$ cat src/verilog/swc_cfg.svh
`ifndef SWC_CFG_SVH
`define SWC_CFG_SVH

// register indices; byte address is four times the index
`define SWC_OPTION_IDX 16'h0081
`define SWC_CONFIG_IDX 16'h2007
`define SWC_STATUS_IDX 16'h0003

// timer option field positions
`define OPT_PRESCALER_ASSIGN_BIT 3
`define OPT_RATE_LSB 0
`define OPTION_RESET 8'hff

// device config word field positions
`define CFG_MASTER_CLEAR_EN_BIT 5
`define CFG_WDOG_EN_BIT 3
`define CFG_OSC_SEL_LSB 0
`define OSC_XTAL_MAX 3'd2

// status register bit positions
`define STAT_TIMEOUT_BIT 0
`define STAT_POWER_DOWN_BIT 1
`define STAT_ASLEEP_BIT 2
`define STAT_WAKE_PEND_BIT 3
`define STAT_STARTUP_BIT 4

// timing
`define OSC_PERIOD_NS 25
`define INSTR_TOSC 4
`define XTAL_START_TOSC 1024
`define RC_START_NS 1000
`define WDOG_BASE_US 18000
`define WDOG_TICK_US 1
`define IRQ_VECTOR 13'h0004

`endif

$ cat src/verilog/swc_pkg.sv
package swc_pkg;
  typedef enum logic [1:0] {ST_RUN, ST_SLEEP, ST_START, ST_RESUME} pwr_state_e;
  typedef logic [12:0] prog_addr_t;
endpackage

$ cat src/verilog/wdog_if.sv
`timescale 1ns/10ps
interface wdog_if;
  logic clear;
  logic enable;
  logic ps_assign;
  logic [2:0] ps_rate;
  logic tick;
  logic timeout;
  modport ctl (output clear, enable, ps_assign, ps_rate, tick, input timeout);
  modport wdog (input clear, enable, ps_assign, ps_rate, tick, output timeout);
endinterface

$ cat src/verilog/sleep_wake_controller.sv
`timescale 1ns/10ps
`include "swc_cfg.svh"

// Functional notes
// - sleep clears watchdog, clears power-down flag, sets timeout flag, stops oscillator, holds pins
// - watchdog reset is internal only; master clear pin is never driven
// - sleep ends on master clear, watchdog timeout, or enabled interrupt
// - master clear wake resets all but the status flags; watchdog and interrupt wakes resume execution
// - power-down flag set at power-up, cleared by each sleep instruction
// - watchdog timeout ending sleep clears the timeout flag
// - during sleep the instruction at the next address is prefetched
// - enabled interrupt wakes regardless of global interrupt enable
// - after interrupt wake, run prefetched instruction, then vector if global enable set
// - an already pending enabled interrupt wakes at once after sleep completes
// - watchdog counter cleared on every wake from sleep
// - crystal wake waits 1024 oscillator periods, RC wake about 1 us
// - one instruction cycle is four oscillator periods
// - watchdog timeout resets when running, wakes when asleep
// - clear-watchdog and sleep clear counter and assigned prescaler
// - watchdog on own oscillator, base period 18 ms, prescaler up to 1:128
module sleep_wake_controller #(
  parameter int NUM_IRQ = 3,
  parameter int WDOG_BASE_TICKS = `WDOG_BASE_US / `WDOG_TICK_US
) (
  // clock and reset
  input wire logic hclk,
  input wire logic hresetn,
  // ahb-lite slave
  input wire logic hsel,
  input wire logic [31:0] haddr,
  input wire logic [1:0] htrans,
  input wire logic hwrite,
  input wire logic [2:0] hsize,
  input wire logic [31:0] hwdata,
  input wire logic hready,
  output logic hreadyout,
  output logic [31:0] hrdata,
  output logic hresp,
  // processor core
  input wire logic sleep_instr,
  input wire logic watchdog_clear_instr,
  input wire logic global_irq_enable,
  input wire swc_pkg::prog_addr_t core_pc,
  input wire logic [NUM_IRQ-1:0] irq_flags,
  input wire logic [NUM_IRQ-1:0] irq_enables,
  output logic instr_strobe,
  output logic core_halt,
  output logic core_resume,
  output logic irq_branch,
  output swc_pkg::prog_addr_t irq_vector,
  output swc_pkg::prog_addr_t prefetch_pc,
  // pins and straps
  input wire logic master_clear_pin_n,
  input wire logic wdog_osc_clk,
  input wire logic [7:0] config_word_pins,
  // power control and status
  output logic osc_drive_en,
  output logic io_hold,
  output logic dev_reset,
  output logic reset_from_pin,
  output logic power_down_flag,
  output logic timeout_flag
);
  localparam logic [15:0] OPT_ADDR = 16'(`SWC_OPTION_IDX << 2);
  localparam logic [15:0] CFG_ADDR = 16'(`SWC_CONFIG_IDX << 2);
  localparam logic [15:0] STAT_ADDR = 16'(`SWC_STATUS_IDX << 2);
  localparam int RC_START_CYC = (`RC_START_NS + `OSC_PERIOD_NS - 1) / `OSC_PERIOD_NS;
  localparam int XTAL_START_CYC = `XTAL_START_TOSC;
  localparam logic [10:0] XTAL_LOAD = 11'(XTAL_START_CYC - 1);
  localparam logic [10:0] RC_LOAD = 11'(RC_START_CYC - 1);

  swc_pkg::pwr_state_e state;
  logic [7:0] timer_option_config;
  logic [7:0] device_config_word;
  logic [1:0] cfg_settle;
  logic [9:0] pin_sync;
  logic master_clear_low;
  logic wdog_tick_lvl;
  logic wdog_tick_last;
  logic master_clear_act;
  logic [1:0] qphase;
  logic [10:0] start_cnt;
  logic wdog_wake_evt;
  logic wake_by_wdog;
  logic wake_by_irq;
  logic irq_pending;
  logic wake_req;
  logic sample;
  logic sleep_take;
  logic wdog_run_reset;
  logic wake_take;
  logic ap_take;
  logic wr_pend;
  logic [15:0] wr_addr;
  logic [7:0] opt_view;
  wdog_if wd ();

  // straps, master clear and watchdog oscillator are foreign; two flops first
  sync2 #(.W(10)) u_sync (
    .hclk(hclk),
    .hresetn(hresetn),
    .d({config_word_pins, master_clear_pin_n, wdog_osc_clk}),
    .q(pin_sync)
  );
  assign master_clear_low = !pin_sync[1];
  assign wdog_tick_lvl = pin_sync[0];

  // pin is only sampled here; no driver exists for it, so a watchdog reset stays inside
  assign master_clear_act = master_clear_low && device_config_word[`CFG_MASTER_CLEAR_EN_BIT];

  // edge of the watchdog oscillator, read from the synchronised copy
  always_ff @(posedge hclk or negedge hresetn) begin
    if (!hresetn) begin
      wdog_tick_last <= 1'b0;
    end else begin
      wdog_tick_last <= wdog_tick_lvl;
    end
  end

  // straps caught once the synchroniser has filled after reset release
  always_ff @(posedge hclk or negedge hresetn) begin
    if (!hresetn) begin
      cfg_settle <= 2'd0;
      device_config_word <= 8'h00;
    end else if (cfg_settle != 2'd3) begin
      cfg_settle <= cfg_settle + 2'd1;
      device_config_word <= pin_sync[9:2];
    end
  end

  // oscillator phase: four periods make one instruction cycle
  always_ff @(posedge hclk or negedge hresetn) begin
    if (!hresetn) begin
      qphase <= 2'd0;
    end else begin
      qphase <= qphase + 2'd1;
    end
  end
  assign sample = (qphase == 2'(`INSTR_TOSC - 1));
  assign instr_strobe = sample && (state == swc_pkg::ST_RUN);

  // wake request: any enabled flag, whatever the global enable, plus watchdog event
  assign irq_pending = |(irq_flags & irq_enables);
  assign wake_req = irq_pending || wdog_wake_evt;
  assign sleep_take = (state == swc_pkg::ST_RUN) && sleep_instr && !master_clear_act;
  assign wake_take = (state == swc_pkg::ST_SLEEP) && sample && wake_req && !master_clear_act;
  assign wdog_run_reset = (state != swc_pkg::ST_SLEEP) && wd.timeout;

  // watchdog wiring; every wake and both instructions clear it
  assign wd.clear = sleep_take || (watchdog_clear_instr && state == swc_pkg::ST_RUN) || wake_take
    || dev_reset;
  assign wd.enable = device_config_word[`CFG_WDOG_EN_BIT];
  assign wd.ps_assign = timer_option_config[`OPT_PRESCALER_ASSIGN_BIT];
  assign wd.ps_rate = timer_option_config[`OPT_RATE_LSB +: 3];
  assign wd.tick = wdog_tick_lvl && !wdog_tick_last;

  wdog_timer #(.BASE_TICKS(WDOG_BASE_TICKS)) u_wdog (
    .hclk(hclk),
    .hresetn(hresetn),
    .w(wd.wdog)
  );

  // a timeout in sleep may fall between samples, so hold it until taken
  always_ff @(posedge hclk or negedge hresetn) begin
    if (!hresetn) begin
      wdog_wake_evt <= 1'b0;
    end else if (state == swc_pkg::ST_SLEEP && wd.timeout) begin
      wdog_wake_evt <= 1'b1;
    end else if (wake_take || state != swc_pkg::ST_SLEEP) begin
      wdog_wake_evt <= 1'b0;
    end
  end

  // power sequencer
  always_ff @(posedge hclk or negedge hresetn) begin
    if (!hresetn) begin
      state <= swc_pkg::ST_RUN;
      start_cnt <= 11'd0;
      wake_by_wdog <= 1'b0;
      wake_by_irq <= 1'b0;
    end else if (master_clear_act) begin
      state <= swc_pkg::ST_RUN;
    end else begin
      case (state)
        swc_pkg::ST_RUN: begin
          if (sleep_take) begin
            state <= swc_pkg::ST_SLEEP;
          end
        end
        swc_pkg::ST_SLEEP: begin
          // a flag already pending makes the first sample wake straight away
          if (wake_take) begin
            state <= swc_pkg::ST_START;
            wake_by_wdog <= wdog_wake_evt;
            wake_by_irq <= irq_pending;
            start_cnt <= (device_config_word[`CFG_OSC_SEL_LSB +: 3] <= `OSC_XTAL_MAX) ? XTAL_LOAD : RC_LOAD;
          end
        end
        swc_pkg::ST_START: begin
          if (start_cnt == 11'd0) begin
            state <= swc_pkg::ST_RESUME;
          end else begin
            start_cnt <= start_cnt - 11'd1;
          end
        end
        swc_pkg::ST_RESUME: begin
          state <= swc_pkg::ST_RUN;
        end
        default: begin
          state <= swc_pkg::ST_RUN;
        end
      endcase
    end
  end

  // oscillator off and pins frozen until the oscillator is up again
  assign osc_drive_en = (state != swc_pkg::ST_SLEEP);
  assign io_hold = (state == swc_pkg::ST_SLEEP) || (state == swc_pkg::ST_START);
  assign core_halt = (state != swc_pkg::ST_RUN);
  assign core_resume = (state == swc_pkg::ST_RESUME);
  assign irq_vector = `IRQ_VECTOR;

  // resume: prefetched instruction first, then the vector only with global enable
  always_ff @(posedge hclk or negedge hresetn) begin
    if (!hresetn) begin
      irq_branch <= 1'b0;
    end else begin
      irq_branch <= (state == swc_pkg::ST_RESUME) && wake_by_irq && global_irq_enable;
    end
  end

  // next address is latched as the sleep instruction runs
  always_ff @(posedge hclk or negedge hresetn) begin
    if (!hresetn) begin
      prefetch_pc <= '0;
    end else if (sleep_take) begin
      prefetch_pc <= core_pc + 13'd1;
    end
  end

  // device reset: pin held low, or watchdog timeout while not asleep
  always_ff @(posedge hclk or negedge hresetn) begin
    if (!hresetn) begin
      dev_reset <= 1'b0;
      reset_from_pin <= 1'b0;
    end else begin
      dev_reset <= master_clear_act || wdog_run_reset;
      reset_from_pin <= master_clear_act;
    end
  end

  // status flags survive a pin reset so software can tell the cause
  always_ff @(posedge hclk or negedge hresetn) begin
    if (!hresetn) begin
      power_down_flag <= 1'b1;
      timeout_flag <= 1'b1;
    end else if (sleep_take) begin
      power_down_flag <= 1'b0;
      timeout_flag <= 1'b1;
    end else if (watchdog_clear_instr && state == swc_pkg::ST_RUN) begin
      power_down_flag <= 1'b1;
      timeout_flag <= 1'b1;
    end else if (wd.timeout) begin
      timeout_flag <= 1'b0;
    end
  end

  // ahb-lite slave: zero wait states, always okay
  assign hreadyout = 1'b1;
  assign hresp = 1'b0;
  assign ap_take = hsel && htrans[1] && hready;

  // address phase captured for the write data phase
  always_ff @(posedge hclk or negedge hresetn) begin
    if (!hresetn) begin
      wr_pend <= 1'b0;
      wr_addr <= 16'h0000;
    end else begin
      wr_pend <= ap_take && hwrite;
      wr_addr <= haddr[15:0];
    end
  end

  // option register; a device reset returns it to all ones
  always_ff @(posedge hclk or negedge hresetn) begin
    if (!hresetn) begin
      timer_option_config <= `OPTION_RESET;
    end else if (dev_reset) begin
      timer_option_config <= `OPTION_RESET;
    end else if (wr_pend && wr_addr == OPT_ADDR) begin
      timer_option_config <= hwdata[7:0];
    end
  end

  // a read right after a write to the same word sees the new value
  assign opt_view = (wr_pend && wr_addr == OPT_ADDR) ? hwdata[7:0] : timer_option_config;

  // read data registered at the address phase; unmapped reads zero
  always_ff @(posedge hclk or negedge hresetn) begin
    if (!hresetn) begin
      hrdata <= 32'h00000000;
    end else if (ap_take && !hwrite) begin
      hrdata <= 32'h00000000;
      if (haddr[31:16] == 16'h0000) begin
        case (haddr[15:0])
          OPT_ADDR: hrdata[7:0] <= opt_view;
          CFG_ADDR: hrdata[7:0] <= device_config_word;
          STAT_ADDR: begin
            hrdata[`STAT_TIMEOUT_BIT] <= timeout_flag;
            hrdata[`STAT_POWER_DOWN_BIT] <= power_down_flag;
            hrdata[`STAT_ASLEEP_BIT] <= (state == swc_pkg::ST_SLEEP);
            hrdata[`STAT_WAKE_PEND_BIT] <= wake_req;
            hrdata[`STAT_STARTUP_BIT] <= (state == swc_pkg::ST_START);
          end
          default: hrdata <= 32'h00000000;
        endcase
      end
    end
  end

  // cycles spent in start-up, checked on exit
  logic [10:0] start_seen;
  logic start_xtal;
  always_ff @(posedge hclk or negedge hresetn) begin
    if (!hresetn) begin
      start_seen <= 11'd0;
      start_xtal <= 1'b0;
    end else if (wake_take) begin
      start_seen <= 11'd0;
      start_xtal <= (device_config_word[`CFG_OSC_SEL_LSB +: 3] <= `OSC_XTAL_MAX);
    end else if (state == swc_pkg::ST_START) begin
      start_seen <= start_seen + 11'd1;
    end
  end

  AST_SLEEP_ENTRY: assert property (@(posedge hclk) disable iff (!hresetn)
    sleep_take |=> !power_down_flag && timeout_flag && !osc_drive_en && io_hold)
    else $error("sleep entry effects missing");
  AST_PIN_NOT_RESET_BY_WDOG: assert property (@(posedge hclk) disable iff (!hresetn)
    wdog_run_reset && !master_clear_act |=> dev_reset && !reset_from_pin)
    else $error("watchdog reset marked as pin reset");
  AST_IRQ_WAKE: assert property (@(posedge hclk) disable iff (!hresetn)
    state == swc_pkg::ST_SLEEP && sample && irq_pending && !master_clear_act |=> state == swc_pkg::ST_START)
    else $error("enabled interrupt did not wake");
  AST_PIN_WAKE_RESETS: assert property (@(posedge hclk) disable iff (!hresetn)
    state == swc_pkg::ST_SLEEP && master_clear_act |=> dev_reset && state == swc_pkg::ST_RUN)
    else $error("pin wake without reset");
  AST_NO_RESET_ON_RESUME: assert property (@(posedge hclk) disable iff (!hresetn)
    core_resume |-> !dev_reset && $past(state == swc_pkg::ST_START))
    else $error("resume came with reset");
  AST_WDOG_WAKE_CLEARS: assert property (@(posedge hclk) disable iff (!hresetn)
    state == swc_pkg::ST_SLEEP && wd.timeout && !master_clear_act |=> !timeout_flag ##[1:4] state == swc_pkg::ST_START)
    else $error("watchdog wake flag or timing wrong");
  AST_PREFETCH: assert property (@(posedge hclk) disable iff (!hresetn)
    sleep_take |=> prefetch_pc == $past(core_pc) + 13'd1)
    else $error("prefetch address wrong");
  AST_VECTOR: assert property (@(posedge hclk) disable iff (!hresetn)
    core_resume |=> irq_branch == ($past(wake_by_irq) && $past(global_irq_enable)))
    else $error("vector decision wrong");
  AST_WAKE_CLEARS_WDOG: assert property (@(posedge hclk) disable iff (!hresetn)
    wake_take |-> wd.clear ##1 !wd.timeout)
    else $error("watchdog not cleared on wake");
  AST_STARTUP_LEN: assert property (@(posedge hclk) disable iff (!hresetn)
    core_resume |-> start_seen == (start_xtal ? 11'(XTAL_START_CYC) : 11'(RC_START_CYC)))
    else $error("start-up interval wrong");
  AST_INSTR_CYCLE: assert property (@(posedge hclk) disable iff (!hresetn)
    instr_strobe |=> !instr_strobe [*3])
    else $error("instruction cycle not four periods");
endmodule // sleep_wake_controller

$ cat src/verilog/sync2.sv
`timescale 1ns/10ps
module sync2 #(
  parameter int W = 1
) (
  // clock and reset
  input wire logic hclk,
  input wire logic hresetn,
  // asynchronous in, synchronised out
  input wire logic [W-1:0] d,
  output logic [W-1:0] q
);
  logic [W-1:0] meta;

  // first stage feeds only the second stage
  always_ff @(posedge hclk or negedge hresetn) begin
    if (!hresetn) begin
      meta <= '0;
      q <= '0;
    end else begin
      meta <= d;
      q <= meta;
    end
  end
endmodule // sync2

$ cat src/verilog/wdog_timer.sv
`timescale 1ns/10ps
module wdog_timer #(
  parameter int BASE_TICKS = 18000
) (
  // clock and reset
  input wire logic hclk,
  input wire logic hresetn,
  // control from the sequencer
  wdog_if.wdog w
);
  logic [6:0] presc;
  logic [14:0] base;
  logic presc_done;

  // prescaler passes one tick in 2**rate, 1:1 up to 1:128
  assign presc_done = !w.ps_assign || (presc == 7'((1 << w.ps_rate) - 1));

  // clear zeroes the counter, and the prescaler only while it is assigned
  always_ff @(posedge hclk or negedge hresetn) begin
    if (!hresetn) begin
      presc <= '0;
      base <= '0;
      w.timeout <= 1'b0;
    end else begin
      w.timeout <= 1'b0;
      if (w.clear) begin
        base <= '0;
        if (w.ps_assign) begin
          presc <= '0;
        end
      end else if (w.enable && w.tick) begin
        presc <= presc_done ? 7'd0 : presc + 7'd1;
        if (presc_done) begin
          if (base == 15'(BASE_TICKS - 1)) begin
            base <= '0;
            w.timeout <= 1'b1;
          end else begin
            base <= base + 15'd1;
          end
        end
      end
    end
  end

  AST_WDOG_CLEAR: assert property (@(posedge hclk) disable iff (!hresetn) w.clear |=> !w.timeout && base == 15'd0)
    else $error("watchdog not cleared");
endmodule // wdog_timer
$ cat config.mk
export PLATFORM = sky130hd
export DESIGN_NAME = sleep_wake_controller
export DESIGN_NICKNAME = d
export VERILOG_FILES = /design/src/verilog/swc_pkg.sv /design/src/verilog/wdog_if.sv /design/src/verilog/sleep_wake_controller.sv /design/src/verilog/sync2.sv /design/src/verilog/wdog_timer.sv
export VERILOG_INCLUDE_DIRS = /design/src /design/src/verilog
export SDC_FILE = /design/constraint.sdc
export NUM_CORES = 1
export LEC_CHECK = 0
export ABC_AREA = 1
export BUFFER_PORTS_ARGS = -buffer_cell sky130_fd_sc_hd__buf_4
export CAP_MARGIN = 10
export CORE_MARGIN = 2
export CORE_UTILIZATION = 45
export CTS_CLUSTER_SIZE = 30
export DETAILED_ROUTE_END_ITERATION = 6
export GPL_TIMING_DRIVEN = 0
export PLACE_DENSITY = 0.7
export SKIP_CTS_REPAIR_TIMING = 1
export SLEW_MARGIN = 20
export SYNTH_ARGS = -nofsm -noshare
export SYNTH_HDL_FRONTEND = slang
export SYNTH_SLANG_ARGS = --single-unit
$ cat constraint.sdc
create_clock -name hclk -period 1.9 [get_ports hclk]
set_input_delay 0.285 -clock hclk [delete_from_list [all_inputs] [get_ports hclk]]
set_output_delay 0.285 -clock hclk [all_outputs]
set_load 0.02 [all_outputs]
==> results.md, run 1 <==
- Outcome: completed
- R2R Path End: start_cnt[3]$_DFFE_PN0P_
- Post-DRT Antenna Nets: 0
- Leak: about 0.0044 uW
- Pre-CTS setup slack: -0.258 ns
- Synthesized area: around 6400 sq um
- Largest family of logic cells by synthesized area: simple AND/OR/NAND/NOR gates
- CP Launch Point: state[0]$_DFFE_PN0P_
- Synth Area in XOR/XNOR: 0.0342
- Fillcell total: 1208
- Crit path largest cell delay: between 0.4 and 0.5 ns
- Met3 Use GR: 0.0494
- Crit path max fanout: 10
- Worst Hold Class: in -> reg
- CTS sink cnt: roughly 120
- Worst path arrival time: between 2 and 2.5 ns
- Slew Limit Fails: 0
- RSZ-0062 raised after global routing: true
- Clock latency on the worst-skew pair: 0.42 ns
- Clock-pin slew on the worst setup and hold paths: 0.06 ns
- Worst hold margin: 0.0855 ns
- Largest net degree at the start of global routing: between 70 and 80
- Clk_skew: 0.00685 ns
- Min-delay src: core_pc[0]
- DRT iter0 DRCs: roughly 360
- Most used DFF post-synth: dfrtp_1
- Avg WL per Cell: approximately 13 um
- R2R setup slack: between 0.09 and 0.1 ns
- Yosys warnings: 0
- Fmax: between 0.5 and 0.6 GHz
- Post-route worst setup slack: between 0.09 and 0.1 ns
- Chip height: around 120 um
- Crit-path slowest cell: dfrtp_2
- Cell Count, Final, Fillers Out: roughly 1200
- Die X: ~120 um
- Mapped Cells: about 790
- Top-level I/O count: 176
- Clock tree buffer depth: 2
- RePlAce Congestion: about 0.9
- Power per cell area: just over 1000 nW/um^2
- Post-synthesis mux area share: 0.0141
- Max cap viols: 0
- Post-Synth Simple-Gate Area: 0.309
- Initial Util: 0.462
- CTS buffer count: 17
- Final Setup Violations: 0
- Min Tclk post-route: approximately 1.8 ns
- Hold Vio Cnt, Final: 0
- Input/output buffers: approximately 110
- Slew HR: 0.665
- Post-Synth Adder-Cell Area: 0.0215
- Most common cell in the synthesized netlist: nand2_1
- Die footprint: approximately 15000 sq um
- GRT Overall Usage: 0.206
- Synth area leaders: dfrtp_1 (44%), nand2_1 (13%), nand3_1 (6.6%)
- HPWL Detailed: 10600 um
- Max H-tree Level: 4
- Hold Path Cell Cnt: 2
- Placed insts: ~1100
- Cell accounting for the most synthesized area: dfrtp_1
- DR vias/cell: 4.70
- Grt met2 use: 0.331
- Floorplan core area: 13900 sq um
- Overflow after GRT: 0
- Drt drc: 0
- Post-synthesis compound-gate area fraction: 0.0336
- Worst reg2reg path startpoint: state[0]$_DFFE_PN0P_
- # diodes: 0
- CTS tree: done
- Multi-input combinational cell area: around 2900 sq um
- Share of cells above drive strength 1: 0.244
- Worst setup SP type: register
- Peak supply drop: approximately 0.0008 V
- Worst-Margin Slew: ~0.50 ns
- First-pass DRT Iterations: 5
- CTS Root Cell: clkbuf_16
- Routed wire length: between 10000 and 15000 um
- First-pass GRT wire length: approximately 24000 um
- Post-synth top area share: 0.438
- Top cell by count, worst path: inv_2
- Placement row count: 43
- Commonest cells in the netlist: nand2_1 (227), dfrtp_1 (112), nand3_1 (85), inv_1 (80), nor2_1 (74)
- Fin crit share: 0.948
- CP Class: reg -> reg
- Global route hottest layer: met2
- Distinct cell type count of the synthesized netlist: 38
- Antenna violations before repair: 0
- Hold endpoint: prefetch_pc[0]$_DFFE_PN0P_
- Critical path cell sequence: inv_1, ha_2, inv_2, o21ai_2, inv_2, nor2_4, buf_6, o21ai_1, nand2_1
- WP data required: about 2.3 ns
- Nets: ~1100
- P&R area growth vs syn: 33.4%
- Yosys reg bits: between 100 and 150
- Total number of vias: between 5000 and 6000
- EDFF count, synth: 0
- Seq. cell area: between 3000 and 4000 sq um
- Vias in the first global route: 5166
- Worst setup EP type: register
- Worst r2r path cells: 9
- Syn Area/Cell: 8.09 sq um
- Share of the yosys chip area belonging to registers: 0.479
- Global Route met1 Usage: 0.273
- Synth async-reset ratio: 1.00
-- routing by layer --
| layer | wire (um) | up-vias |
|---|---|---|
| met5 | 0 | - |
| met2 | 7510 | 127 |
| met3 | 653 | 18 |
| li1 | - | 2826 |
| met1 | 6610 | 2576 |
| met4 | 209 | 0 |
-- report_power, final --
part / total (uW) / switching [uW] / internal [uW] / leakage (uW)
logic: 2490 / 1520 / 978 / 0.00268
clock network: 3070 / 1250 / 1820 / 0.000262
registers: 3190 / 241 / 2950 / 0.00150
total: 8750 / 3000 / 5750 / 0.00445
-- state kept, by name, summed over array words and instances, names as in the netlist, 10 cells and up --
signal / cells
u_sync.meta: 10
prefetch_pc: 13
u_wdog.base: 15
wr_addr: 16
u_sync.q: 10
start_cnt: 11
-- kinds of logic (layout without fill, tap and decap cells) --
family	Yosys count	after routing
xor+xnor	25	25
compound gates	41	41
other cells	2	39
fa+ha+maj	11	11
simple gates	446	446
buf+inv	137	307
mux	8	8
flops	122	122
-- critical path: cells and delay by family, from the launching register on --
kind | cells | cell delay, ns
AND/OR/NAND/NOR | 2 | 0.25
AO/OA/AOI/OAI | 2 | 0.23
flip-flops | 1 | 0.44
buffers and inverters | 4 | 0.50
adder cells (fa/ha/maj) | 1 | 0.31
-- through the flow --
step / TNS (ns) / util / instance area, sq um / total power, uW
6_report: 0 / 0.615 / 8540 / 8750
5_1_grt: -0.114 / 0.615 / 8540 / 9260
4_1_cts: -3.64 / 0.589 / 8180 / 8640
3_5_place_dp: -3.02 / 0.548 / 7610 / 5530
3_3_place_gp: -2.52 / 0.546 / 7580 / 5500
2_1_floorplan: 0 / - / 6550 / 4660
-- cells in the final DEF, fill, tap and decap left out, types with 3 or more instances in the layout --
cell type and count:
clkinvlp_4 5, conb_1 39, o21ai_0 22, nor2_4 3, nand3_1 84, dfrtp_1 111, nand3b_1 6, ha_1 8
nand4_1 22, nor2_1 74, nand2_2 4, inv_1 77, clkbuf_1 5, clkbuf_16 17, nand3_4 3, a21oi_1 8
nor3_1 7, xor2_1 19, buf_6 3, xnor2_1 6, inv_2 7, o21ai_1 7, buf_4 153, dlygate4sd3_1 27
inv_6 4, nor2_2 6, dfstp_2 10, nand2_4 3, nand2_1 226, mux2_2 8
-- area by class of cell --
class,count,share of cell area
inverters,84,0.0369
clock buffers,18,0.0502
multi-input cells,570,0.335
plain buffers,51,0.0434
flip-flops and latches,122,0.359
well taps,180,0.0264
clock inverters,14,0.0160
repair buffers,140,0.134
-- how the worst max path moves through the flow --
stage | slack, ns | cells past startpoint | to
after floorplan | 0.14 | 11 | start_cnt[9]$_DFFE_PN0P_
after global placement | -0.23 | 10 | start_cnt[9]$_DFFE_PN0P_
after detailed placement | -0.26 | 10 | start_cnt[9]$_DFFE_PN0P_
after CTS | -0.27 | 10 | start_cnt[9]$_DFFE_PN0P_
after global routing | -0.03 | 9 | hrdata[5]$_DFFE_PN0P_
final | 0.1 | 9 | start_cnt[3]$_DFFE_PN0P_
Power figures use the tool's default switching activity.
==> inputs of run 2 (changes only) <==
CORE_MARGIN = 5   (was 2)
GPL_TIMING_DRIVEN = 1   (was 0)
clock period = 2.2 ns   (was 1.9 ns; I/O delays follow)
==> results.md, run 2 (same netlist as run 1, synthesis figures left out) <==
- Avg WL per Cell: between 10 and 15 um
- Overflow after GRT: 0
- Placed insts: roughly 1100
- Input/output buffers: roughly 110
- DRT iter0 DRCs: around 370
- Worst setup SP type: register
- WP data required: roughly 2.5 ns
- Worst r2r path cells: 11
- Die X: around 130 um
- Max H-tree Level: 4
- Power per cell area: between 900 and 1000 nW/um^2
- Total number of vias: about 5300
- CP Launch Point: state[0]$_DFFE_PN0P_
- # diodes: 0
- Clk_skew: ~0.0046 ns
- Cell Count, Final, Fillers Out: 1115
- End of the critical path: u_wdog.base[3]$_DFFE_PN0P_
- Max cap viols: 0
- First-pass GRT wire length: roughly 24000 um
- Crit path max fanout: 18
- Slew Limit Fails: 0
- Slew HR: 0.646
- DR vias/cell: about 4.8
- P&R area growth vs syn: 24.7%
- R2R Path End: u_wdog.base[3]$_DFFE_PN0P_
- Post-DRT Antenna Nets: 0
- Min Tclk post-route: roughly 2 ns
- Pre-CTS setup slack: between 0.15 and 0.2 ns
- Worst Hold Class: in -> reg
- Worst reg2reg path startpoint: state[0]$_DFFE_PN0P_
- Clock tree buffer depth: 2
- Outcome: completed
- Worst-Margin Slew: 0.526 ns
- Fin crit share: 0.893
- Drt drc: 0
- Leak: 0.00416 uW
- R2R setup slack: 0.24 ns
- GRT Overall Usage: 0.180
- CTS Root Cell: clkbuf_16
- Placement row count: between 40 and 50
- Fmax: approximately 0.51 GHz
- TNS Setup: 0 ns
- Most common cell after layout, fill and taps aside: nand2_1
- RePlAce Congestion: just under 0.9
- Peak supply drop: about 0.00071 V
- Hold Vio Cnt, Final: 0
- CTS tree: done
- Routed wire length: 14500 um
- CTS sink cnt: approximately 120
- Largest net degree at the start of global routing: 41
- Clock latency on the worst-skew pair: slightly above 0.4 ns
- Die footprint: around 17000 sq um
- Worst setup EP type: register
- Share of cells above drive strength 1: 0.209
- Commonest cells after routing, fill and taps aside: nand2_1 (226), buf_4 (119), dfrtp_1 (112)
- Min-delay src: config_word_pins[2]
- Most flops, register: wr_addr
- Top Registers: wr_addr: 16 flops, u_wdog.base: 15 flops, prefetch_pc: 13 flops
- RSZ-0062 raised after global routing: false
- CP Class: reg -> reg
- Antenna violations before repair: 0
- Chip height: between 100 and 150 um
- HPWL Detailed: 10800 um
- First-pass DRT Iterations: 6
- Max FFs per register: 16
- Clock-pin slew on the worst setup and hold paths: 0.06 ns
- Worst path arrival time: roughly 2.3 ns
- CTS buffer count: 17
- Post-route worst setup slack: approximately 0.24 ns
- Top-level I/O count: approximately 180
- Vias in the first global route: 5090
- Nets: 1040
- Floorplan core area: around 14000 sq um
- Initial Util: 0.460
- Final Setup Violations: 0
-- run 2: cell count changes in the layout (fill, tap and decap cells not counted), moves of 3 or more --
cell,change
dlygate4sd3_1,-20
clkbuf_1,-4
ha_1,+3
inv_1,+3
buf_4,-34
inv_2,-3
-- run 2: where the power goes --
group	internal, uW	leakage, uW	switching, uW
sequential	2550	0.00151	212
combinational	724	0.00237	1240
clock	1790	0.000283	1040
-- run 2: worst max-delay path, stage by stage (launching register included) --
cell,delay [ns]
dfrtp_1,0.39
inv_1,0.08
ha_1,0.27
nand2_1,0.13
nand2_1,0.06
nor2_1,0.13
nand2_2,0.12
inv_2,0.11
buf_6,0.19
nand2_2,0.16
nand3_1,0.12
nand2_1,0.07
-- run 2: metal layers --
metal  share of wire  vias to the layer above  GRT usage  routed length [um]
met5               0                        -          0                   0
met4          0.0082                        0     0.0494                 119
met3           0.050                       13     0.0519                 731
met2            0.51                      124      0.299                7400
met1            0.43                     2470      0.231                6290
li1                -                     2705          -                   -
-- run 2: stage by stage --
| stage | instance area, sq um | power, uW | hold WS (ns) | utilization |
|---|---|---|---|---|
| final | 7990 | 7550 | 0.0223 | 0.573 |
| after global routing | 7990 | 7960 | 0.00200 | 0.573 |
| after global placement | 7310 | 4710 | 0.324 | 0.525 |
| after detailed placement | 7310 | 4740 | 0.322 | 0.525 |
| after CTS | 7910 | 7590 | -0.124 | 0.568 |
| after floorplan | 6550 | 4020 | 0.0344 | - |
-- run 2: area by class of cell --
type                       instances  area, sq um
fill                            1267         5940
timing repair buffer             128          995
multi-input combinational        570         2790
clock buffer                      18          429
clock inverter                    13          170
sequential                       122         3070
inverter                          84          315
tap                              180          225
-- run 2: how the worst min path moves through the flow --
stage	end	depth (start not counted)	slack, ns
6_report	u_sync.meta[4]$_DFF_PN0_	1	0.02
5_1_grt	u_sync.meta[4]$_DFF_PN0_	1	0.002
4_1_cts	u_sync.meta[8]$_DFF_PN0_	1	-0.12
3_5_place_dp	u_sync.meta[8]$_DFF_PN0_	1	0.32
3_3_place_gp	u_sync.meta[2]$_DFF_PN0_	1	0.32
2_1_floorplan	cfg_settle[0]$_DFFE_PN0P_	0	0.03
==> inputs of run 3 (changes only) <==
BUFFER_PORTS_ARGS = -buffer_cell sky130_fd_sc_hd__buf_2   (was -buffer_cell sky130_fd_sc_hd__buf_4)
==> results.md, run 3 (same netlist as run 1, synthesis figures left out) <==
- Routed wire length: about 14000 um
- Slew HR: 0.662
- Avg WL per Cell: 12.7 um
- Max H-tree Level: 4
- Hold Vio Cnt, Final: 0
- Total number of vias: about 5200
- Clock latency on the worst-skew pair: 0.42 ns
- R2R setup slack: 0.24 ns
- Power per cell area: 951 nW/um^2
- Crit path max fanout: 18
- Worst Hold Class: in -> reg
- Antenna violations before repair: 0
- Clk_skew: 0.00667 ns
- DRT iter0 DRCs: roughly 360
- Final Util: 0.547
- P&R area growth vs syn: 18.9%
- Floorplan core area: 13900 sq um
- Peak supply drop: slightly above 0.0008 V
- PnR Total Power: roughly 7200 uW
- Worst reg2reg path startpoint: state[1]$_DFFE_PN0P_
- Share of cells above drive strength 1: 0.207
- CTS buffer count: 17
- Fmax: 0.510 GHz
- CTS sink cnt: roughly 120
- CTS tree: done
- Vias in the first global route: just under 5000
- Min-delay src: config_word_pins[7]
- GRT Overall Usage: 0.173
- Leak: a little over 0.004 uW
- Final Setup Violations: 0
- Die X: approximately 130 um
- Largest net degree at the start of global routing: 61
- TNS Setup: 0 ns
- Initial Util: 0.460
- Input/output buffers: ~110
- Slew Limit Fails: 0
- Placed insts: between 1000 and 1500
- First-pass DRT Iterations: 5
- Top Registers: wr_addr: 16 flops, u_wdog.base: 15 flops, prefetch_pc: 13 flops
- Crit path largest cell delay: about 0.41 ns
- RSZ-0062 raised after global routing: false
- Min Tclk post-route: 1.96 ns
- Max FFs per register: 16
- First-pass GRT wire length: roughly 23000 um
- Critical path cell sequence: inv_1, ha_1, inv_1, nor2_4, nand3_4, nand2_1, inv_2, buf_4, nand2_2, nand3_1, nand2_1
- Hold endpoint: u_sync.meta[9]$_DFF_PN0_
- Post-DRT Antenna Nets: 0
- Cell Count, Final, Fillers Out: 1108
- Worst-Margin Slew: just over 0.5 ns
- Placement row count: between 40 and 50
- Overflow after GRT: 0
- Commonest cells after routing, fill and taps aside: nand2_1 (227), dfrtp_1 (112), buf_2 (107)
- Die footprint: approximately 17000 sq um
- Clock tree buffer depth: 2
- Chip height: approximately 130 um
- Worst setup EP type: register
- Most common cell after layout, fill and taps aside: nand2_1
- R2R Path End: u_wdog.base[3]$_DFFE_PN0P_
- Worst r2r path cells: 11
- Fin crit share: 0.892
- Max cap viols: 0
- Outcome: completed
- WP data required: approximately 2.6 ns
- Nets: approximately 1000
- Top-level I/O count: approximately 180
- Most flops, register: wr_addr
- Crit-path slowest cell: dfrtp_1
- Drt drc: 0
- RePlAce Congestion: ~0.9
- Worst setup SP type: register
- Clock-pin slew on the worst setup and hold paths: roughly 0.06 ns
- Worst path arrival time: 2.31 ns
- HPWL Detailed: approximately 11000 um
- CTS Root Cell: clkbuf_16
- Hold Path Cell Cnt: 1
- # diodes: 0
- DR vias/cell: between 4 and 5
- CP Class: reg -> reg
## run 3: cell types whose count changed in the layout (fill, tap and decap cells not counted)
cell	previous run	this run
nand2_1	226	227
buf_6	1	0
buf_2	0	107
clkbuf_1	1	2
buf_4	119	11
clkinv_2	1	2
bufinv_16	3	2
dlygate4sd3_1	7	1
nand2_2	5	4
## run 3: report_power, final
group | internal, uW | leakage [uW] | total, uW | switching (uW)
Combinational | 578 | 0.00226 | 1800 | 1220
Sequential | 2550 | 0.00151 | 2740 | 196
Clock | 1670 | 0.000274 | 2700 | 1030
## run 3: cell type report
class | count | area (sq um)
inverter | 84 | 315
timing repair buffer | 120 | 648
multi-input combinational | 570 | 2790
clock buffer | 19 | 433
clock inverter | 13 | 145
fill | 1294 | 6310
sequential | 122 | 3070
tap | 180 | 225
## run 3: layer usage
layer | share of wire | global-route usage | vias up
li1 | - | - | 2685
met1 | 0.43 | 0.220 | 2437
met2 | 0.50 | 0.288 | 96
met3 | 0.045 | 0.0433 | 21
met4 | 0.020 | 0.0630 | 0
met5 | 0 | 0 | -
## run 3: critical path, delay by kind of cell (launching register included)
kind,cells,cell delay (ns)
buf+inv,4,0.49
flops,1,0.41
simple gates,6,0.78
fa+ha+maj,1,0.23
## run 3: worst max-delay path by stage
stage,start,endpoint,depth (start not counted)
floorplan,state[1]$_DFFE_PN0P_,start_cnt[9]$_DFFE_PN0P_,11
global placement,state[1]$_DFFE_PN0P_,u_wdog.base[3]$_DFFE_PN0P_,11
finish,state[1]$_DFFE_PN0P_,u_wdog.base[3]$_DFFE_PN0P_,11
detailed placement,state[1]$_DFFE_PN0P_,u_wdog.base[3]$_DFFE_PN0P_,11
CTS,state[1]$_DFFE_PN0P_,u_wdog.base[3]$_DFFE_PN0P_,11
global route,state[0]$_DFFE_PN0P_,u_wdog.base[7]$_DFFE_PN0P_,11
## run 3: metrics by stage
| step | setup slack [ns] | hold slack (ns) | instance area (sq um) |
|---|---|---|---|
| 3_5_place_dp | 0.231 | 0.316 | 7030 |
| 4_1_cts | 0.216 | -0.130 | 7610 |
| 3_3_place_gp | 0.255 | 0.310 | 7030 |
| 5_1_grt | 0.00843 | 0.00118 | 7620 |
| 2_1_floorplan | 0.441 | 0.0344 | 6550 |
| 6_report | 0.238 | 0.0149 | 7620 |
